### config.mk
export PLATFORM = sky130hd
export DESIGN_NAME = aes_top
export DESIGN_NICKNAME = d
export VERILOG_FILES = /design/src/aes_pkg.sv /design/src/aes_top.sv /design/src/aes_overrange.sv /design/src/aes_thresh.sv
export SDC_FILE = /design/constraint.sdc
export NUM_CORES = 1
export LEC_CHECK = 0
export BUFFER_PORTS_ARGS = -buffer_cell sky130_fd_sc_hd__buf_2
export CORE_ASPECT_RATIO = 0.6
export CORE_MARGIN = 2
export CORE_UTILIZATION = 35
export DETAILED_ROUTE_END_ITERATION = 16
export HOLD_SLACK_MARGIN = 0.03
export SKIP_CTS_REPAIR_TIMING = 1
export SLEW_MARGIN = 20
export SYNTH_ARGS = -nofsm -noshare
export SYNTH_HDL_FRONTEND = slang
export SYNTH_SLANG_ARGS = --single-unit
### constraint.sdc
create_clock -name core_clk -period 2.7 [get_ports core_clk]
set_input_delay 0.54 -clock core_clk [delete_from_list [all_inputs] [get_ports core_clk]]
set_output_delay 0.54 -clock core_clk [all_outputs]
set_load 0.005 [all_outputs]
### src/aes_pkg.sv
// package of constants and carrier types for the converter event status block
package aes_pkg;
    // memory-mapped addresses
    localparam logic [31:0] STATUS_ADDR     = 32'hFFFF_0500;
    localparam logic [31:0] IRQ_EN_ADDR     = 32'hFFFF_0504;
    localparam logic [31:0] PRIM_DATA_ADDR  = 32'hFFFF_0520;
    localparam logic [31:0] AUX_DATA_ADDR   = 32'hFFFF_0524;
    // status and enable bit positions
    localparam int PRIM_RDY_BIT   = 0;
    localparam int AUX_RDY_BIT    = 1;
    localparam int OVR_BIT        = 3;
    localparam int THEX_BIT       = 4;
    localparam int ATHEX_BIT      = 6;
    localparam int OVR_CFG_BIT    = 2;
    // implemented enable bits; reserved 7, 5 and 2 read as zero
    localparam logic [7:0] IRQ_EN_MASK  = 8'h5B;
    localparam logic [7:0] IRQ_EN_RESET = 8'h00;
    localparam logic [15:0] STATUS_RESET = 16'h0000;
    localparam logic [23:0] DATA_RESET   = 24'h00_0000;
    // widths
    localparam int RES_W   = 24;
    localparam int ACC_W   = 32;
    localparam int CNT_W   = 8;
    // overrange evaluation period
    localparam int CLK_HZ          = 25_000_000;
    localparam int OVR_PERIOD_US   = 125;
    localparam int OVR_TICK_CYCLES = (CLK_HZ / 1_000_000) * OVR_PERIOD_US;
    localparam int TICK_W          = 12;

    // configuration bits coming from the configuration and control registers
    typedef struct packed {
        logic                comparator_en;
        logic                counter_en;
        logic                overrange_en;
        logic                prim_en;
        logic                aux_en;
        logic [RES_W-1:0]    primary_threshold_level;
        logic [CNT_W-1:0]    threshold_count_limit;
        logic [ACC_W-1:0]    accum_threshold_level;
    } aes_cfg_t;

    // conversion events from the datapath
    typedef struct packed {
        logic                prim_valid;
        logic [RES_W-1:0]    prim_result;
        logic                aux_valid;
        logic [RES_W-1:0]    aux_result;
        logic                cal_done;
        logic                gross_over;
        logic                gain_change;
        logic                core_powered_down;
        logic [ACC_W-1:0]    primary_accumulator;
    } aes_evt_t;
endpackage

### src/aes_top.sv
// converter event status flags, interrupt enable register and interrupt output
`timescale 1ns/1ps

module aes_top (
    input  wire logic              core_clk,
    input  wire logic              rst_b,
    input  wire aes_pkg::aes_cfg_t cfg,
    input  wire aes_pkg::aes_evt_t evt,
    input  wire logic [31:0]       mmr_addr,
    input  wire logic              mmr_rd,
    input  wire logic              mmr_wr,
    input  wire logic [31:0]       mmr_wdata,
    output logic [31:0]            mmr_rdata_r,
    output logic [15:0]            converter_event_status_r,
    output logic                   converter_irq_r
);
    logic [7:0]                converter_irq_enable_r;
    logic [aes_pkg::RES_W-1:0] primary_result_data_r;
    logic [aes_pkg::RES_W-1:0] aux_result_data_r;
    logic                      primary_result_ready_r;
    logic                      aux_result_ready_r;
    logic                      aux_read_seen_r;
    logic                      accum_threshold_exceeded_r;
    logic                      primary_gross_overrange;
    logic                      primary_threshold_exceeded;
    logic                      ovr_tick;
    logic [aes_pkg::CNT_W-1:0] threshold_count_value;
    logic                      prim_rd;
    logic                      aux_rd;
    logic                      en_wr;
    logic                      prim_store;
    logic                      aux_store;
    logic [15:0]               status_nxt;
    logic [31:0]               rdata_nxt;

    // register access decode
    assign prim_rd = mmr_rd && (mmr_addr == aes_pkg::PRIM_DATA_ADDR);
    assign aux_rd  = mmr_rd && (mmr_addr == aes_pkg::AUX_DATA_ADDR);
    assign en_wr   = mmr_wr && (mmr_addr == aes_pkg::IRQ_EN_ADDR);

    // a result is stored only when its ready flag is clear, or the core sleeps
    assign prim_store = evt.prim_valid && cfg.prim_en
                        && (!primary_result_ready_r || evt.core_powered_down);
    assign aux_store  = evt.aux_valid && cfg.aux_en
                        && (!aux_result_ready_r || evt.core_powered_down);

    aes_overrange u_ovr (
        .core_clk     (core_clk),
        .rst_b        (rst_b),
        .overrange_en (cfg.overrange_en),
        .gross_over   (evt.gross_over),
        .gain_change  (evt.gain_change),
        .tick_r       (ovr_tick),
        .flag_r       (primary_gross_overrange)
    );

    aes_thresh u_thr (
        .core_clk      (core_clk),
        .rst_b         (rst_b),
        .comparator_en (cfg.comparator_en),
        .counter_en    (cfg.counter_en),
        .result_valid  (evt.prim_valid && cfg.prim_en),
        .result        (evt.prim_result),
        .level         (cfg.primary_threshold_level),
        .count_limit   (cfg.threshold_count_limit),
        .count_value_r (threshold_count_value),
        .flag_r        (primary_threshold_exceeded)
    );

    // result data registers
    always_ff @(posedge core_clk or negedge rst_b) begin
        if (!rst_b) begin
            primary_result_data_r <= aes_pkg::DATA_RESET;
            aux_result_data_r     <= aes_pkg::DATA_RESET;
        end else begin
            if (prim_store) begin
                primary_result_data_r <= evt.prim_result;
            end
            if (aux_store) begin
                aux_result_data_r <= evt.aux_result;
            end
        end
    end

    // primary ready: set wins over the read that clears it
    always_ff @(posedge core_clk or negedge rst_b) begin
        if (!rst_b) begin
            primary_result_ready_r <= 1'b0;
        end else if (prim_store || evt.cal_done) begin
            primary_result_ready_r <= 1'b1;
        end else if (prim_rd) begin
            primary_result_ready_r <= 1'b0;
        end
    end

    // aux read is remembered until the following primary read completes the pair
    always_ff @(posedge core_clk or negedge rst_b) begin
        if (!rst_b) begin
            aux_read_seen_r <= 1'b0;
        end else if (aux_rd) begin
            aux_read_seen_r <= 1'b1;
        end else if (prim_rd) begin
            aux_read_seen_r <= 1'b0;
        end
    end

    // aux ready clears only on primary read after aux read, even if primary is off
    always_ff @(posedge core_clk or negedge rst_b) begin
        if (!rst_b) begin
            aux_result_ready_r <= 1'b0;
        end else if (aux_store || evt.cal_done) begin
            aux_result_ready_r <= 1'b1;
        end else if (prim_rd && aux_read_seen_r) begin
            aux_result_ready_r <= 1'b0;
        end
    end

    // accumulator compare, unsigned as held by the accumulator
    always_ff @(posedge core_clk or negedge rst_b) begin
        if (!rst_b) begin
            accum_threshold_exceeded_r <= 1'b0;
        end else begin
            accum_threshold_exceeded_r <= evt.primary_accumulator
                                          > cfg.accum_threshold_level;
        end
    end

    // interrupt enable register; reserved bits held at zero
    always_ff @(posedge core_clk or negedge rst_b) begin
        if (!rst_b) begin
            converter_irq_enable_r <= aes_pkg::IRQ_EN_RESET;
        end else if (en_wr) begin
            converter_irq_enable_r <= mmr_wdata[7:0] & aes_pkg::IRQ_EN_MASK;
        end
    end

    // status image; positions shared with the enable register
    always_comb begin
        status_nxt                         = aes_pkg::STATUS_RESET;
        status_nxt[aes_pkg::PRIM_RDY_BIT]  = primary_result_ready_r;
        status_nxt[aes_pkg::AUX_RDY_BIT]   = aux_result_ready_r;
        status_nxt[aes_pkg::OVR_BIT]       = primary_gross_overrange;
        status_nxt[aes_pkg::THEX_BIT]      = primary_threshold_exceeded;
        status_nxt[aes_pkg::ATHEX_BIT]     = accum_threshold_exceeded_r;
    end

    // status output register and interrupt; level, held while any enabled flag is up
    always_ff @(posedge core_clk or negedge rst_b) begin
        if (!rst_b) begin
            converter_event_status_r <= aes_pkg::STATUS_RESET;
            converter_irq_r          <= 1'b0;
        end else begin
            converter_event_status_r <= status_nxt;
            converter_irq_r          <= |(status_nxt[7:0]
                                          & converter_irq_enable_r);
        end
    end

    // read data mux; unmapped addresses read zero
    always_comb begin
        rdata_nxt = 32'h0000_0000;
        case (mmr_addr)
            aes_pkg::STATUS_ADDR:    rdata_nxt = {16'h0000, status_nxt};
            aes_pkg::IRQ_EN_ADDR:    rdata_nxt = {24'h00_0000, converter_irq_enable_r};
            aes_pkg::PRIM_DATA_ADDR: rdata_nxt = {8'h00, primary_result_data_r};
            aes_pkg::AUX_DATA_ADDR:  rdata_nxt = {8'h00, aux_result_data_r};
            default:                 rdata_nxt = 32'h0000_0000;
        endcase
    end

    // read data registered, valid the cycle after the strobe
    always_ff @(posedge core_clk or negedge rst_b) begin
        if (!rst_b) begin
            mmr_rdata_r <= 32'h0000_0000;
        end else if (mmr_rd) begin
            mmr_rdata_r <= rdata_nxt;
        end
    end
endmodule

### src/aes_overrange.sv
// gross overrange flag, sampled on a fixed period tick
`timescale 1ns/1ps
module aes_overrange (
    input  wire logic core_clk,
    input  wire logic rst_b,
    input  wire logic overrange_en,
    input  wire logic gross_over,
    input  wire logic gain_change,
    output logic      tick_r,
    output logic      flag_r
);
    localparam logic [11:0] TICK_LAST = 12'(aes_pkg::OVR_TICK_CYCLES - 1);

    logic [11:0] tick_cnt_r;

    // period divider, one-cycle pulse every 125 us
    always_ff @(posedge core_clk or negedge rst_b) begin
        if (!rst_b) begin
            tick_cnt_r <= 12'h000;
            tick_r     <= 1'b0;
        end else if (tick_cnt_r == TICK_LAST) begin
            tick_cnt_r <= 12'h000;
            tick_r     <= 1'b1;
        end else begin
            tick_cnt_r <= tick_cnt_r + 12'h001;
            tick_r     <= 1'b0;
        end
    end

    // sticky flag; disabling clears, a gain change clears unless a set lands too
    always_ff @(posedge core_clk or negedge rst_b) begin
        if (!rst_b) begin
            flag_r <= 1'b0;
        end else if (!overrange_en) begin
            flag_r <= 1'b0;
        end else if (tick_r && gross_over) begin
            flag_r <= 1'b1;
        end else if (gain_change) begin
            flag_r <= 1'b0;
        end
    end
endmodule

### src/aes_thresh.sv
// primary comparator flag with optional threshold counter
`timescale 1ns/1ps
module aes_thresh (
    input  wire logic                       core_clk,
    input  wire logic                       rst_b,
    input  wire logic                       comparator_en,
    input  wire logic                       counter_en,
    input  wire logic                       result_valid,
    input  wire logic [aes_pkg::RES_W-1:0]  result,
    input  wire logic [aes_pkg::RES_W-1:0]  level,
    input  wire logic [aes_pkg::CNT_W-1:0]  count_limit,
    output logic [aes_pkg::CNT_W-1:0]       count_value_r,
    output logic                            flag_r
);
    // sign-independent magnitude of a two's complement result
    function automatic logic [aes_pkg::RES_W-1:0] mag(input logic [aes_pkg::RES_W-1:0] v);
        mag = v[aes_pkg::RES_W-1] ? (~v + 1'b1) : v;
    endfunction

    logic                      exceed;
    logic [aes_pkg::CNT_W-1:0] count_nxt;

    assign exceed    = mag(result) > level;
    assign count_nxt = count_value_r + {{(aes_pkg::CNT_W-1){1'b0}}, 1'b1};

    // qualifying-result counter; saturates at the limit
    always_ff @(posedge core_clk or negedge rst_b) begin
        if (!rst_b) begin
            count_value_r <= '0;
        end else if (!comparator_en || !counter_en) begin
            count_value_r <= '0;
        end else if (result_valid && exceed && count_value_r != count_limit) begin
            count_value_r <= count_nxt;
        end
    end

    // flag follows each result; with counter only once the count meets the limit
    always_ff @(posedge core_clk or negedge rst_b) begin
        if (!rst_b) begin
            flag_r <= 1'b0;
        end else if (!comparator_en) begin
            flag_r <= 1'b0;
        end else if (result_valid) begin
            if (counter_en) begin
                flag_r <= exceed
                          && (count_nxt == count_limit || count_value_r == count_limit);
            end else begin
                flag_r <= exceed;
            end
        end
    end
endmodule

Word level (Yosys, flattened, before mapping)
Cells that the tools add are included.

Flip-flop bits (word level): 118. Word-level logic and storage cells: 76. Bits of input ports: 223. Output and inout port bits: 49.

Multiplexer cells: 17. $add $sub $neg: 3. Bitwise logic cells: 2. Equal/unequal tests: 10. $lt $le $gt $ge: 2. Reductions and logical operators: 27.

Operators by type and width (count): equality test 32 bit, second input constant (4); one-hot mux 24 bit (4 select lines) (1); greater-than comparator 32 bit (1); adder 24 x 1 -> 24 bit, second input constant (1); greater-than comparator 24 bit (1); two-way mux 24 bit (1); inverter 24 bit (1); equality test 8 bit (2); two-way mux 8 bit (2); adder 12 x 1 -> 12 bit, second input constant (1); equality test 12 bit, second input constant (1); logical AND 1 bit (12); two-way mux 1 bit (12); two-way mux 12 bit (1); adder 8 x 1 -> 8 bit, second input constant (1); != test 8 bit (1); nonzero test 2 bit (4); OR reduction 8 bit (1); bitwise AND 7 bit (1); logical OR 1 bit (6); logical NOT 1 bit (4); != test 3 x 1 -> 1 bit, second input constant (1); != test 2 x 1 -> 1 bit, second input constant (1).

Depth between registers and ports, before layout
Gate-level depths: netlist (run 1).

Depth after elaboration: 8. Gate-level depth with buffers: 18. Depth with buffers taken out: 17.

Modules after synthesis
Synthesis (run 1) repeated with hierarchy kept, for this count alone.

Cells, all modules: 680. Area, all modules: 7110.6 sq um.

Modules (own cells, without submodules): aes_top (sequential area each 2177.1 sq um, times used 1, cells an instance 378, area an instance 4589.4 sq um); aes_thresh (sequential area each 225.2 sq um, times used 1, cells an instance 242, area an instance 1856.8 sq um); aes_overrange (sequential area each 350.3 sq um, times used 1, cells an instance 60, area an instance 664.4 sq um).

Least setup slack after synthesis (run 1)
Ideal clock, no wire load.

Kind: input port to flip-flop. From: input port evt[61] (netlist name). To: register u_thr.count_value_r[5] (netlist name). Library setup time: 0.078 ns. Setup slack: -1.400 ns. Cell stages on the path: 17. Data required time: 2.622 ns. Data arrival time: 4.023 ns. Buffers on the path: 1. Path through: inv_1 > ha_1 > nand2b_4 > or4b_4 > or3_4 > nand2b_4 > nand2b_4 > o41ai_4 > xnor2_1 > ha_1 > nand4_1 > nor4_1 > o31a_1 > o21ai_0 > clkbuf_1 > or3_1 > a21oi_1.

Longest elaborated chain between the ends: 7.

RTL lines: start, declared (line aes_top.sv:8) `input wire aes_pkg::aes_evt_t evt,`; inverter 24 bit (line aes_thresh.sv:17) `mag = v[aes_pkg::RES_W-1] ? (~v + 1'b1) : v;`; adder 24 x 1 -> 24 bit (line aes_thresh.sv:17); two-way mux 24 bit (*) (line aes_thresh.sv:17); greater-than comparator 24 bit (*) (line aes_thresh.sv:23) `assign exceed = mag(result) > level;`; logical AND 1 bit (*) (2 in a row) (line aes_thresh.sv:32) `end else if (result_valid && exceed && count_value_r != count_limit) begin`; nonzero test 2 bit (no source line) (*); end signal, assigned (line aes_thresh.sv:33) `count_value_r <= count_nxt;`; end, declared (line aes_thresh.sv:12) `output logic [aes_pkg::CNT_W-1:0] count_value_r,`.

Every way passes the cells marked *; elsewhere a longest branch is shown, timed or not. A chain may end at the register's enable or synchronous reset.

Worst setup path in the final report (run 1)
From: input port evt[62] (netlist name). To: register u_thr.count_value_r[7] (netlist name).

Same word-level chain as after synthesis.

==> impl_results.md, run 1 <==
* Initial antenna violation count at 4
* Horiz. Die Dim at ~190 µm
* EDFF count, synth at 0
* Number of nets in the layout at ~1.3k
* Synth cell count leaders: 110 x dfrtp_1, 93 x inv_1, 60 x ha_1, 54 x mux2_2, 39 x nand2_1
* Switch Pwr at about 1.1 mW
* Yosys warns at 0
* Core outline area at between 15000 and 20000 µm²
* Max cap viols at 0
* Largest net degree at the start of global routing at 46
* Synthesized area at 6994 µm²
* Avg Inst Size Synth at ~10 µm²
* CP arrival at between 4000 and 5000 ps
* Final hold violation count at 0
* Ys async rst share at between 90% and 100%
* # IOs at about 270
* Reg power frac at about 46%
* Standard-cell rows at 39
* Type of the tightest min-delay check: input pin to async pin
* Highest Clock Rate at approximately 0.26 GHz
* Clk root buf: clkbuf_16
* CP max-delay cell: or4b_4
* Vias in the first global route at around 6k
* CP peak stage delay at 540 ps
* Share of cells above drive strength 1 at around two fifths
* Gate power share at 20.7%
* Critical path capture point type: register
* Final cell count without fillers at 1244
* First-pass iteration count of the detailed router at 5
* Top fanout value on the critical path at 7
* DR iter-0 viols at ~320
* Crit Path Category: input pin to register
* Area grow syn2layout at 31.23%
* Initial Utilization at a little over a third
* Largest area contributor in the netlist: dfrtp_1
* Detailed Place HPWL at 15910 µm
* Die area at 21170 µm²
* Failing checks: negative setup slack
* Placer Congestion at ~0.83
* Yosys cell types at 59
* Cell count after synthesis at 700
* Vias per Instance at approximately 4.8
* Metal-1 WL at roughly 10000 µm
* Switch share at 27.56%
* Post-DRT Antenna Nets at 0
* Crit path launch type: input pin
* CP required at 2950 ps
* Placed cells at approximately 1.2k
* DR WL met3 at about 1500 µm
* Top cells by area, synth: dfrtp_1 39%, ha_1 11%, mux2_2 8.7%, inv_1 5.0%, xnor2_1 3.9%
* Max VDD drop at ~0.0003 V
* Cell Int Power at 2.974 mW
* CP Buf/Inv Count at 4
* Final WS setup at -1150 ps
* Most numerous cell in the Yosys netlist: dfrtp_1
* Slew @ Worst Pin at roughly 630 ps
* Post-synth top area share at approximately two fifths
* Clock Sinks at 110
* Global-route wire length before repair at approximately 31000 µm
* Worst path cell trace: buf_12, inv_12, ha_4, nand2b_4, or4b_4, or3_4, nand2b_4, nand2b_4, o41ai_4, xnor2_1, ha_1, nand4_1, nor4_2, buf_4, nand2_2, and3b_2, o21ai_4, buf_6, nor3_2, o21a_1
* Top Metal Used: met5
* H-Tree Depth at 3
* Worst-Skew Late Latency at 350 ps
* Minimum clock period at about 3800 ps
* Relative slew slack at between 50% and 60%
* Clock Pin Slew Worst Setup and Hold Paths at around 80 ps
* Drt total wl at 19950 µm
* Total Routing Usage GR at around a fifth
* Clock Skew at approximately 12 ps
* Routed vias at around 6.0k
* Most frequent CP cell: nand2b_4
* Per-cell routed wire length at around 16 µm
* Die H at ~110 µm
* Final setup viols at 9
* Sequential area share after synthesis at roughly two fifths
* Predominant post-synthesis flop cell: dfrtp_1
* Seq cells post-synth at 110
* # port buffers at 225
* PwrDens at roughly 450 nW/µm²
* Clk buf depth at 2
* Status: complete, but fails checks
* Met2 routed wirelength at between 8000 and 9000 µm
* Drt drc at 0
* TNS Setup at -9998 ps
* Critical path's top delay family: simple AND/OR/NAND/NOR gates
* Tot Pwr at approximately 4.1 mW
* Fin crit share at 142.6%
* Clock power share at between 30% and 40%
* TritonCTS buffer count at 9
* Max Slew Vio Count at 0
* Total leakage power at 4.660 nW
* RSZ-0062 raised after global routing: true
* Grt ovf at 0
* Clock tree from TritonCTS: yes
-- through the flow --
| stage | instance area (µm²) | hold slack (ps) | utilization (%) | worst slack (ps) |
|---|---|---|---|---|
| 2_1_floorplan | 7107 | 244.4 | - | -1089 |
| 3_5_place_dp | 8750 | 445.6 | 45.28 | -1690 |
| 4_1_cts | 9055 | 200.7 | 46.86 | -1328 |
| 6_report | 9179 | 192.1 | 47.50 | -1150 |
| 5_1_grt | 9176 | 219.8 | 47.49 | -1303 |
| 3_3_place_gp | 8750 | 432.5 | 45.28 | -1638 |
-- placed cells by master (no fill, tap or decap), drive strengths merged, types with 20 or more instances in the layout --
cell type  Yosys  final
buf           22    279
dfrtp        110    110
inv           93     95
ha            60     60
mux2          54     54
nand2         39     39
xnor2         31     31
a21oi         31     31
o22ai         26     26
o21ai         26     26
nor2          20     20
-- registers in the layout, indices dropped and copies added, names as in the netlist --
signal,cells
accum_threshold_exceeded_r,1
aux_read_seen_r,1
aux_result_data_r,24
aux_result_ready_r,1
converter_event_status_r,5
converter_irq_enable_r,5
converter_irq_r,1
mmr_rdata_r,24
primary_result_data_r,24
primary_result_ready_r,1
u_ovr.flag_r,1
u_ovr.tick_cnt_r,12
u_ovr.tick_r,1
u_thr.count_value_r,8
u_thr.flag_r,1
-- routing by layer --
metal,track usage [%],vias to the layer above
met5,0,-
met2,27.99,195
met1,28.24,2803
li1,-,2985
met4,3.545,2
met3,5.015,14
-- layout make-up --
cell class	count	area, µm²
inverters	93	366.6
diodes	3	7.507
clock inverters	7	80.08
well taps	266	332.8
clock buffers	9	225.2
multi-input cells	477	3842
fillers	1908	10140
repair buffers	279	1572
flip-flops and latches	110	2753
-- cells by family (layout without fill, tap and decap cells) --
logic type	count (synthesis)	after routing	synth area share, %
flops	110	110	39.36
xor+xnor	43	43	5.385
buf+inv	131	388	8.086
other cells	1	22	0.05362
mux	78	78	13.02
fa+ha+maj	60	60	10.73
compound gates	121	121	10.97
simple gates	156	156	12.40
-- power groups by stage --
stage	clock, mW	sequential [mW]	combinational, mW
detailed placement	0	1.90	0.837
floorplan	0	1.87	0.499
global placement	0	1.90	0.824
global route	1.50	1.88	0.955
finish	1.39	1.87	0.850
CTS	1.43	1.87	0.841
-- final timing paths --
kind / start / cells past startpoint / end / slack (ps)
setup / recovery: evt[62] / 20 / u_thr.count_value_r[7]$_DFFE_PN0P_ / -1150
hold / removal: rst_b / 1 / u_thr.count_value_r[4]$_DFFE_PN0P_ / 190
setup reg to reg: u_thr.count_value_r[4]$_DFFE_PN0P_ / 8 / u_thr.count_value_r[7]$_DFFE_PN0P_ / 620
hold reg to reg: u_thr.flag_r$_DFFE_PN0P_ / 0 / converter_event_status_r[4]$_DFF_PN0_ / 460
max in group asynchronous: rst_b / 2 / aux_result_data_r[3]$_DFFE_PN0P_ / 1800
min in group core_clk: evt[35] / 2 / aux_result_ready_r$_DFFE_PN0P_ / 410
Power figures use the tool's default switching activity.
==> inputs of run 2 (changes only) <==
--- a/config.mk
+++ b/config.mk
@@ -15,4 +15,5 @@
 export SLEW_MARGIN = 20
 export SYNTH_ARGS = -nofsm -noshare
 export SYNTH_HDL_FRONTEND = slang
+export SYNTH_HIERARCHICAL = 1
 export SYNTH_SLANG_ARGS = --single-unit
==> constraint.sdc (replaced) <==
create_clock -name core_clk -period 3.9 [get_ports core_clk]
set_input_delay 0.78 -clock core_clk [delete_from_list [all_inputs] [get_ports core_clk]]
set_output_delay 0.78 -clock core_clk [all_outputs]
set_load 0.005 [all_outputs]
==> run 2 against run 1 <==
  * The run still ends with negative setup slack left
  * Worst hold slack improved by 66 ps
  * Combinational power down 38%
  * Final cell count decreased by 2.5%
  * First-iteration DRC count shrank 23%
  * Clock skew down 5.1 ps
  * Worst setup slack improved by 1000 ps
  * Flip-flop and latch count did not move
  * Die area grew 1.6%
  * Synthesized cell count decreased by 2.9%
  * Critical endpoint is now u_thr/count_value_r[7]$_DFFE_PN0P_
  * Largest power group unchanged
  * Highest routed layer unchanged
==> impl_results.md, run 2 <==
* Largest net degree at the start of global routing at 99 (was 46)
* Sequential area share after synthesis at 38.71% (was 39.36%)
* Critical path capture point type: register (unchanged)
* CP peak stage delay at 420 ps (was 540 ps)
* Reg power frac at 46.5% (was 45.5%)
* Routed vias at 5958 (was 5999)
* Relative slew slack at 54.58% (was 58.02%)
* Share of cells above drive strength 1 at 39.36% (was 39.08%)
* Drt drc at 0 (unchanged)
* Final setup viols at 9 (unchanged)
* Area grow syn2layout at 27.64% (was 31.23%)
* Most frequent cells in the layout: 222 x buf_2, 110 x dfrtp_1, 77 x inv_1, 60 x ha_1, 54 x mux2_2 (was 222 x buf_2, 110 x dfrtp_1, 91 x inv_1, 59 x ha_1, 54 x mux2_2)
* Drt total wl at 19620 µm (was 19950 µm)
* Vias per Instance at 4.912 (was 4.822)
* Slew @ Worst Pin at 681.3 ps (was 629.7 ps)
* Horiz. Die Dim at 188.0 µm (was 186.5 µm)
* Vias in the first global route at 5810 (was 5910)
* Yosys warns at 6 (was 0)
* Post-synth top area share at 38.71% (was 39.36%)
* Largest area contributor in the netlist: dfrtp_1 (unchanged)
* Final cell count without fillers at 1213 (was 1244)
* Highest Clock Rate at around 0.25 GHz
* Clock Sinks at 110 (unchanged)
* Cell count after synthesis at 680 (was 700)
* Total Routing Usage GR at 18.78% (was 19.03%)
* Max VDD drop at 0.0002005 V (was 0.0002928 V)
* Crit Path Category: input pin to register (unchanged)
* Die H at 114.4 µm (was 113.5 µm)
* Max Slew Vio Count at 0 (unchanged)
* Max cap viols at 0 (unchanged)
* EDFF count, synth at 0 (unchanged)
* Number of nets in the layout at 1213 (was 1253)
* # port buffers at 225 (unchanged)
* Predominant post-synthesis flop cell: dfrtp_1 (unchanged)
* Synthesized area at 7111 µm² (was 6994 µm²)
* Placed cells at 1187 (was 1221)
* Crit path launch type: input pin (unchanged)
* RR Startpoint: u_thr/count_value_r[0]$_DFFE_PN0P_ (was u_thr.count_value_r[4]$_DFFE_PN0P_)
* Seq cells post-synth at 110 (unchanged)
* Most common cell after layout, fill and taps aside: buf_2 (unchanged)
* Clock power share at 34.5% (was 33.8%)
* Clock tree from TritonCTS: yes (unchanged)
* Clk root buf: clkbuf_16 (unchanged)
* CP arrival at 4270 ps (was 4100 ps)
* Worst-Skew Late Latency at 350 ps (about the same)
* Worst path cell trace: buf_6, or3_4, or3_4, nand2b_4, or2_4, nand2b_4, o21ai_2, xnor2_1, ha_1, nand4_1, nor3_1, a221o_1, buf_4, o311a_4, a41o_1 (was buf_12, inv_12, ha_4, nand2b_4, or4b_4, or3_4, nand2b_4, nand2b_4, o41ai_4, xnor2_1, ha_1, nand4_1, nor4_2, buf_4, nand2_2, and3b_2, o21ai_4, buf_6, nor3_2, o21a_1)
* # IOs at 272 (unchanged)
* Failing checks: negative setup slack (unchanged)
* Switch share at 26.17% (was 27.56%)
* Largest regs: aux_result_data_r (24), mmr_rdata_r (24), primary_result_data_r (24) (unchanged)
* Hold WS at 258.3 ps (was 192.1 ps)
* Grt ovf at 0 (unchanged)
* Most numerous cell in the Yosys netlist: dfrtp_1 (unchanged)
* Clock Skew at 7.126 ps (was 12.21 ps)
* Reg2reg setup slack at 1780 ps (was 620 ps)
* Metal-1 WL at 9727 µm (was 10090 µm)
* Worst reg2reg endpoint: u_thr/flag_r$_DFFE_PN0P_ (was u_thr.count_value_r[7]$_DFFE_PN0P_)
* Avg Inst Size Synth at 10.46 µm² (was 9.992 µm²)
* CP required at 4150 ps (was 2950 ps)
* Die area at 21510 µm² (was 21170 µm²)
* Status: complete, but fails checks (unchanged)
* Final WS setup at -127.6 ps (was -1150 ps)
* Clk buf depth at 2 (unchanged)
* TritonCTS buffer count at 9 (unchanged)
* Standard-cell rows at 40 (was 39)
* Global-route wire length before repair at 31260 µm (was 31490 µm)
* Clock Pin Slew Worst Setup and Hold Paths at 70 ps (was 80 ps)
* Top fanout value on the critical path at 7 (unchanged)
* Minimum clock period at approximately 4000 ps
* Cell Int Power at 2.054 mW (was 2.974 mW)
* Switch Pwr at 728.0 µW (was 1.132 mW)
* Initial antenna violation count at 7 (was 4)
* Met2 routed wirelength at 7875 µm (was 8218 µm)
* Initial Utilization at 35.61% (was 36.20%)
* Reg2reg path depth at 6 (was 8)
* CP max-delay cell: or3_4 (was or4b_4)
* Gate power share at 19.0% (was 20.7%)
* Total leakage power at 4.578 nW (was 4.660 nW)
* Per-cell routed wire length at 16.18 µm (was 16.03 µm)
* Yosys cell types at 72 (was 59)
* Placer Congestion at 0.8220 (was 0.8337)
* DR WL met3 at 1844 µm (was 1499 µm)
* Fin crit share at 103.3%
* Ys async rst share at 100.0% (unchanged)
* Tot Pwr at 2.782 mW (was 4.106 mW)
* Fin util at 45.45% (was 47.50%)
* RSZ-0062 raised after global routing: true (unchanged)
* PwrDens at 306.5 nW/µm² (was 447.3 nW/µm²)
* Final hold violation count at 0 (unchanged)
* Detailed Place HPWL at 15590 µm (was 15910 µm)
* Top Metal Used: met5 (unchanged)
* Core outline area at 19970 µm² (was 19320 µm²)
* Post-DRT Antenna Nets at 0 (unchanged)
* Synth cell count leaders: 110 x dfrtp_1, 77 x inv_1, 60 x ha_1, 54 x mux2_2, 31 x nand2_1 (was 110 x dfrtp_1, 93 x inv_1, 60 x ha_1, 54 x mux2_2, 39 x nand2_1)
* H-Tree Depth at 3 (unchanged)
* Type of the tightest min-delay check: input pin to async pin (unchanged)
* Top cells by area, synth: dfrtp_1 39%, ha_1 11%, mux2_2 8.6%, inv_1 4.1%, xnor2_1 3.7% (was dfrtp_1 39%, ha_1 11%, mux2_2 8.7%, inv_1 5.0%, xnor2_1 3.9%)
* DR iter-0 viols at 248 (was 322)
* First-pass iteration count of the detailed router at 4 (was 5)
==> run 2: changes by cell type in the layout (fill, tap and decap cells not counted), moves of 3 or more <==
cell | previous run | this run
a221o_1 | 0 | 21
o22ai_1 | 26 | 5
buf_4 | 53 | 34
mux2i_1 | 19 | 1
nor2b_1 | 4 | 22
inv_1 | 91 | 77
nand2_1 | 38 | 31
nor3_1 | 11 | 5
o31ai_1 | 4 | 9
nand2b_1 | 3 | 7
nor4_4 | 0 | 4
a21o_1 | 10 | 7
xor2_1 | 12 | 9
==> run 2: metrics by stage <==
| step | instance area (µm²) | setup WS, ps | TNS [ps] |
|---|---|---|---|
| after global routing | 9066 | -336.5 | -2458 |
| after global placement | 8625 | -444.1 | -3228 |
| final | 9076 | -127.6 | -719.4 |
| after CTS | 8934 | -158.9 | -532.0 |
| after detailed placement | 8625 | -522.9 | -3759 |
| after floorplan | 7199 | -66.52 | -133.0 |
==> run 2: kinds of logic (layout without fill, tap and decap cells) <==
group	after synthesis	count (layout)	share of synthesized area, %
buffers and inverters	116	353	8.041
other	1	24	0.05274
AO/OA/AOI/OAI	124	124	12.41
multiplexers	60	60	10.28
AND/OR/NAND/NOR	170	170	15.15
flip-flops	110	110	38.71
adder cells (fa/ha/maj)	60	60	10.56
XOR/XNOR	39	39	4.804
==> run 2: metal layers <==
metal	vias to the layer above	global-route usage, %
li1	2925	-
met1	2804	27.05
met2	205	27.01
met3	18	6.957
met4	6	3.307
met5	-	0
==> run 2: critical path, delay by kind of cell <==
| kind | cells | cell delay (ps) |
|---|---|---|
| buffers and inverters | 2 | 250 |
| and+or+nand+nor | 7 | 1660 |
| adders and majority gates | 1 | 270 |
| xor gates and xnor gates | 1 | 150 |
| AOI/OAI and AO/OA | 4 | 1160 |
==> run 2: final cells by class <==
class,count,area [µm²]
Clock buffer,11,252.7
Clock inverter,5,56.30
Antenna cell,5,12.51
Tap cell,273,341.6
Inverter,77,289.0
Fill cell,1920,10890
Timing Repair Buffer,260,1420
Sequential cell,110,2753
Multi-Input combinational cell,472,3951
==> run 2: worst max-delay path by stage <==
| stage | startpoint | to | slack [ps] | cells after the start |
|---|---|---|---|---|
| finish | evt[66] | u_thr/count_value_r[7]$_DFFE_PN0P_ | -130 | 15 |
| detailed placement | evt[66] | u_thr/count_value_r[3]$_DFFE_PN0P_ | -520 | 14 |
| global placement | evt[66] | u_thr/count_value_r[6]$_DFFE_PN0P_ | -440 | 14 |
| floorplan | evt[66] | u_thr/count_value_r[6]$_DFFE_PN0P_ | -70 | 13 |
| global route | evt[66] | u_thr/count_value_r[3]$_DFFE_PN0P_ | -340 | 15 |
| CTS | evt[66] | u_thr/count_value_r[3]$_DFFE_PN0P_ | -160 | 14 |
==> run 2: power groups by stage <==
stage	combinational (mW)	clock [mW]	sequential (mW)
floorplan	0.310	0	1.29
global placement	0.512	0	1.31
detailed placement	0.522	0	1.32
CTS	0.525	0.987	1.29
global route	0.599	1.04	1.31
finish	0.528	0.960	1.29
==> inputs of run 3 (changes only) <==
--- a/config.mk
+++ b/config.mk
@@ -5,7 +5,7 @@
 export SDC_FILE = /design/constraint.sdc
 export NUM_CORES = 1
 export LEC_CHECK = 0
-export BUFFER_PORTS_ARGS = -buffer_cell sky130_fd_sc_hd__buf_2
+export BUFFER_PORTS_ARGS = -buffer_cell sky130_fd_sc_hd__buf_4
 export CORE_ASPECT_RATIO = 0.6
 export CORE_MARGIN = 2
 export CORE_UTILIZATION = 35
==> run 3 against run 2 <==
  * The flow still finishes with violations (negative setup slack)
  * Core utilization increased by 2.4 points
  * Final cell count decreased by 0.74%
  * Cell area increased by 5.4%
  * Sequential share of layout area decreased by 1.5 points
  * Register-to-register slack improved by 40 ps
  * Flip-flop and latch count unchanged
  * Non-clock buffer count decreased by 4
  * Global-route usage increased by 0.27 points
  * Critical path type unchanged
  * Highest routed layer unchanged
==> impl_results.md, run 3 (synthesized netlist as in run 2, its figures left out) <==
* Status: complete, but fails checks (unchanged)
* Failing checks: negative setup slack (unchanged)
* Final WS setup at -142.3 ps (was -127.6 ps)
* Clock tree from TritonCTS: yes (unchanged)
* Max VDD drop at 0.0001851 V (was 0.0002005 V)
* # fillers at 1883 (was 1920)
* Horiz. Die Dim at 188.0 µm (unchanged)
* # IOs at 272 (unchanged)
* H-Tree Depth at 3 (unchanged)
* Slew @ Worst Pin at 825.5 ps (was 681.3 ps)
* Share of cells above drive strength 1 at 39.63% (was 39.36%)
* Grt ovf at 0 (unchanged)
* TritonCTS buffer count at 9 (unchanged)
* Placer Congestion at 0.8165 (was 0.8220)
* Relative slew slack at 44.97% (was 54.58%)
* Clock Pin Slew Worst Setup and Hold Paths at 80 ps (was 70 ps)
* Number of nets in the layout at 1209 (was 1213)
* Clk buf depth at 2 (unchanged)
* Crit path launch type: input pin (unchanged)
* Most frequent cells in the layout: 253 x buf_4, 110 x dfrtp_1, 77 x inv_1, 60 x ha_1, 54 x mux2_2 (was 222 x buf_2, 110 x dfrtp_1, 77 x inv_1, 60 x ha_1, 54 x mux2_2)
* Largest regs: aux_result_data_r (24), mmr_rdata_r (24), primary_result_data_r (24) (unchanged)
* Drt total wl at 19970 µm (was 19620 µm)
* Global Route met1 Usage at 27.85% (was 27.05%)
* Per-cell routed wire length at 16.59 µm (was 16.18 µm)
* Max Slew Vio Count at 0 (unchanged)
* Final setup viols at 8 (was 9)
* PwrDens at 287.6 nW/µm² (was 306.5 nW/µm²)
* Total leakage power at 4.713 nW (was 4.578 nW)
* Total Routing Usage GR at 19.04% (was 18.78%)
* ANT cells at 0 (was 5)
* Hold path depth at 0
* Post-DRT Antenna Nets at 0 (unchanged)
* Core outline area at 19970 µm² (unchanged)
* Critical path capture point type: register (unchanged)
* Standard-cell rows at 40 (unchanged)
* Global-route wire length before repair at 31890 µm (was 31260 µm)
* # port buffers at 225 (unchanged)
* Vias in the first global route at 5851 (was 5810)
* Detailed Place HPWL at 15860 µm (was 15590 µm)
* Clock Skew at 10.74 ps (was 7.126 ps)
* Clk root buf: clkbuf_16 (unchanged)
* M2 GR Usage at 27.16% (was 27.01%)
* Die H at 114.4 µm (unchanged)
* Dpl ws at -531.4 ps (was -522.9 ps)
* Final hold violation count at 0 (unchanged)
* Top fanout value on the critical path at 7 (unchanged)
* Minimum clock period at 4042 ps (was 4028 ps)
* Clock Sinks at 110 (unchanged)
* Reg2reg path depth at 6 (unchanged)
* DR iter-0 viols at 349 (was 248)
* Type of the tightest min-delay check: register to register (was input pin to async pin)
* Largest net degree at the start of global routing at 65 (was 99)
* CP required at 4190 ps (was 4150 ps)
* CP arrival at 4330 ps (was 4270 ps)
* Routed vias at 5846 (was 5958)
* Layer with the highest usage: met1 (unchanged)
* Drt drc at 0 (unchanged)
* Worst-Skew Late Latency at 360 ps (was 350 ps)
* TNS Setup at -666.3 ps (was -719.4 ps)
* First-pass iteration count of the detailed router at 4 (unchanged)
* Fin crit share at 103.6% (was 103.3%)
* Highest Clock Rate at 0.2474 GHz (was 0.2483 GHz)
* Initial Utilization at 35.61% (unchanged)
* GR Util met3 at 6.681% (was 6.957%)
* Max cap viols at 0 (unchanged)
* Initial antenna violation count at 1 (was 7)
* Vias per Instance at 4.855 (was 4.912)
* Most common cell after layout, fill and taps aside: buf_4 (was buf_2)
* Area grow syn2layout at 34.49% (was 27.64%)
* Die area at 21510 µm² (unchanged)
* RSZ-0062 raised after global routing: true (unchanged)
* Crit Path Category: input pin to register (unchanged)
## run 3: changes by cell type in the layout (fill, tap and decap cells not counted), sizes merged
cell,change
clkinv,+2
inv,-1
buf,-4
diode,-5
bufinv,-1
## run 3: final cells by class
class                           instances  area (µm²)  area share, %
Sequential cell                       110        2753          28.78
Timing Repair Buffer                  256        1933          20.21
Clock inverter                          5       35.03         0.3663
Tap cell                              273       341.6          3.572
Inverter                               77       289.0          3.022
Multi-Input combinational cell        472        3969          41.50
Clock buffer                           11       242.7          2.538
## run 3: power breakdown
group	internal (mW)	switching [mW]	total, mW
sequential	1.24	0.0566	1.29
combinational	0.332	0.246	0.578
clock	0.452	0.426	0.878
total	2.02	0.729	2.75
## run 3: routing by layer
metal	up-vias	wire (µm)
met4	2	135
li1	2902	-
met1	2747	9897
met2	182	8117
met3	13	1804
met5	-	16
## run 3: path summary, 6_finish.rpt
| kind | start | to | slack (ps) |
|---|---|---|---|
| max reg2reg | u_thr/count_value_r[0]$_DFFE_PN0P_ | u_thr/flag_r$_DFFE_PN0P_ | 1820 |
| max in group asynchronous | rst_b | aux_result_data_r[12]$_DFFE_PN0P_ | 2510 |
| min in group asynchronous | rst_b | converter_event_status_r[1]$_DFF_PN0_ | 510 |
| min | u_ovr/flag_r$_DFFE_PN0P_ | converter_event_status_r[3]$_DFF_PN0_ | 460 |
| max | evt[66] | u_thr/count_value_r[3]$_DFFE_PN0P_ | -140 |
| min reg2reg | u_ovr/flag_r$_DFFE_PN0P_ | converter_event_status_r[3]$_DFF_PN0_ | 460 |
## run 3: per-stage QoR
stage / instances / cell area [µm²] / hold WS [ps] / util, % / total power [mW]
2_1_floorplan: 698 / 7199 / 369.3 / - / 1.603
3_3_place_gp: 1185 / 9158 / 434.5 / 45.86 / 1.877
3_5_place_dp: 1185 / 9158 / 454.1 / 45.86 / 1.891
4_1_cts: 1201 / 9435 / 473.4 / 47.25 / 2.779
5_1_grt: 1204 / 9563 / 472.9 / 47.89 / 2.914
6_report: 1204 / 9563 / 464.9 / 47.89 / 2.750
## run 3: critical path, cell delays in order
cell	delay [ps]
buf_6	90
or3_4	400
or3_4	400
nand2b_4	150
or2_4	250
o41ai_2	240
xnor2_1	110
ha_1	310
nand4_1	220
nand2b_1	240
a31oi_2	240
buf_4	170
o311ai_4	140
or4_4	460
a21oi_2	130
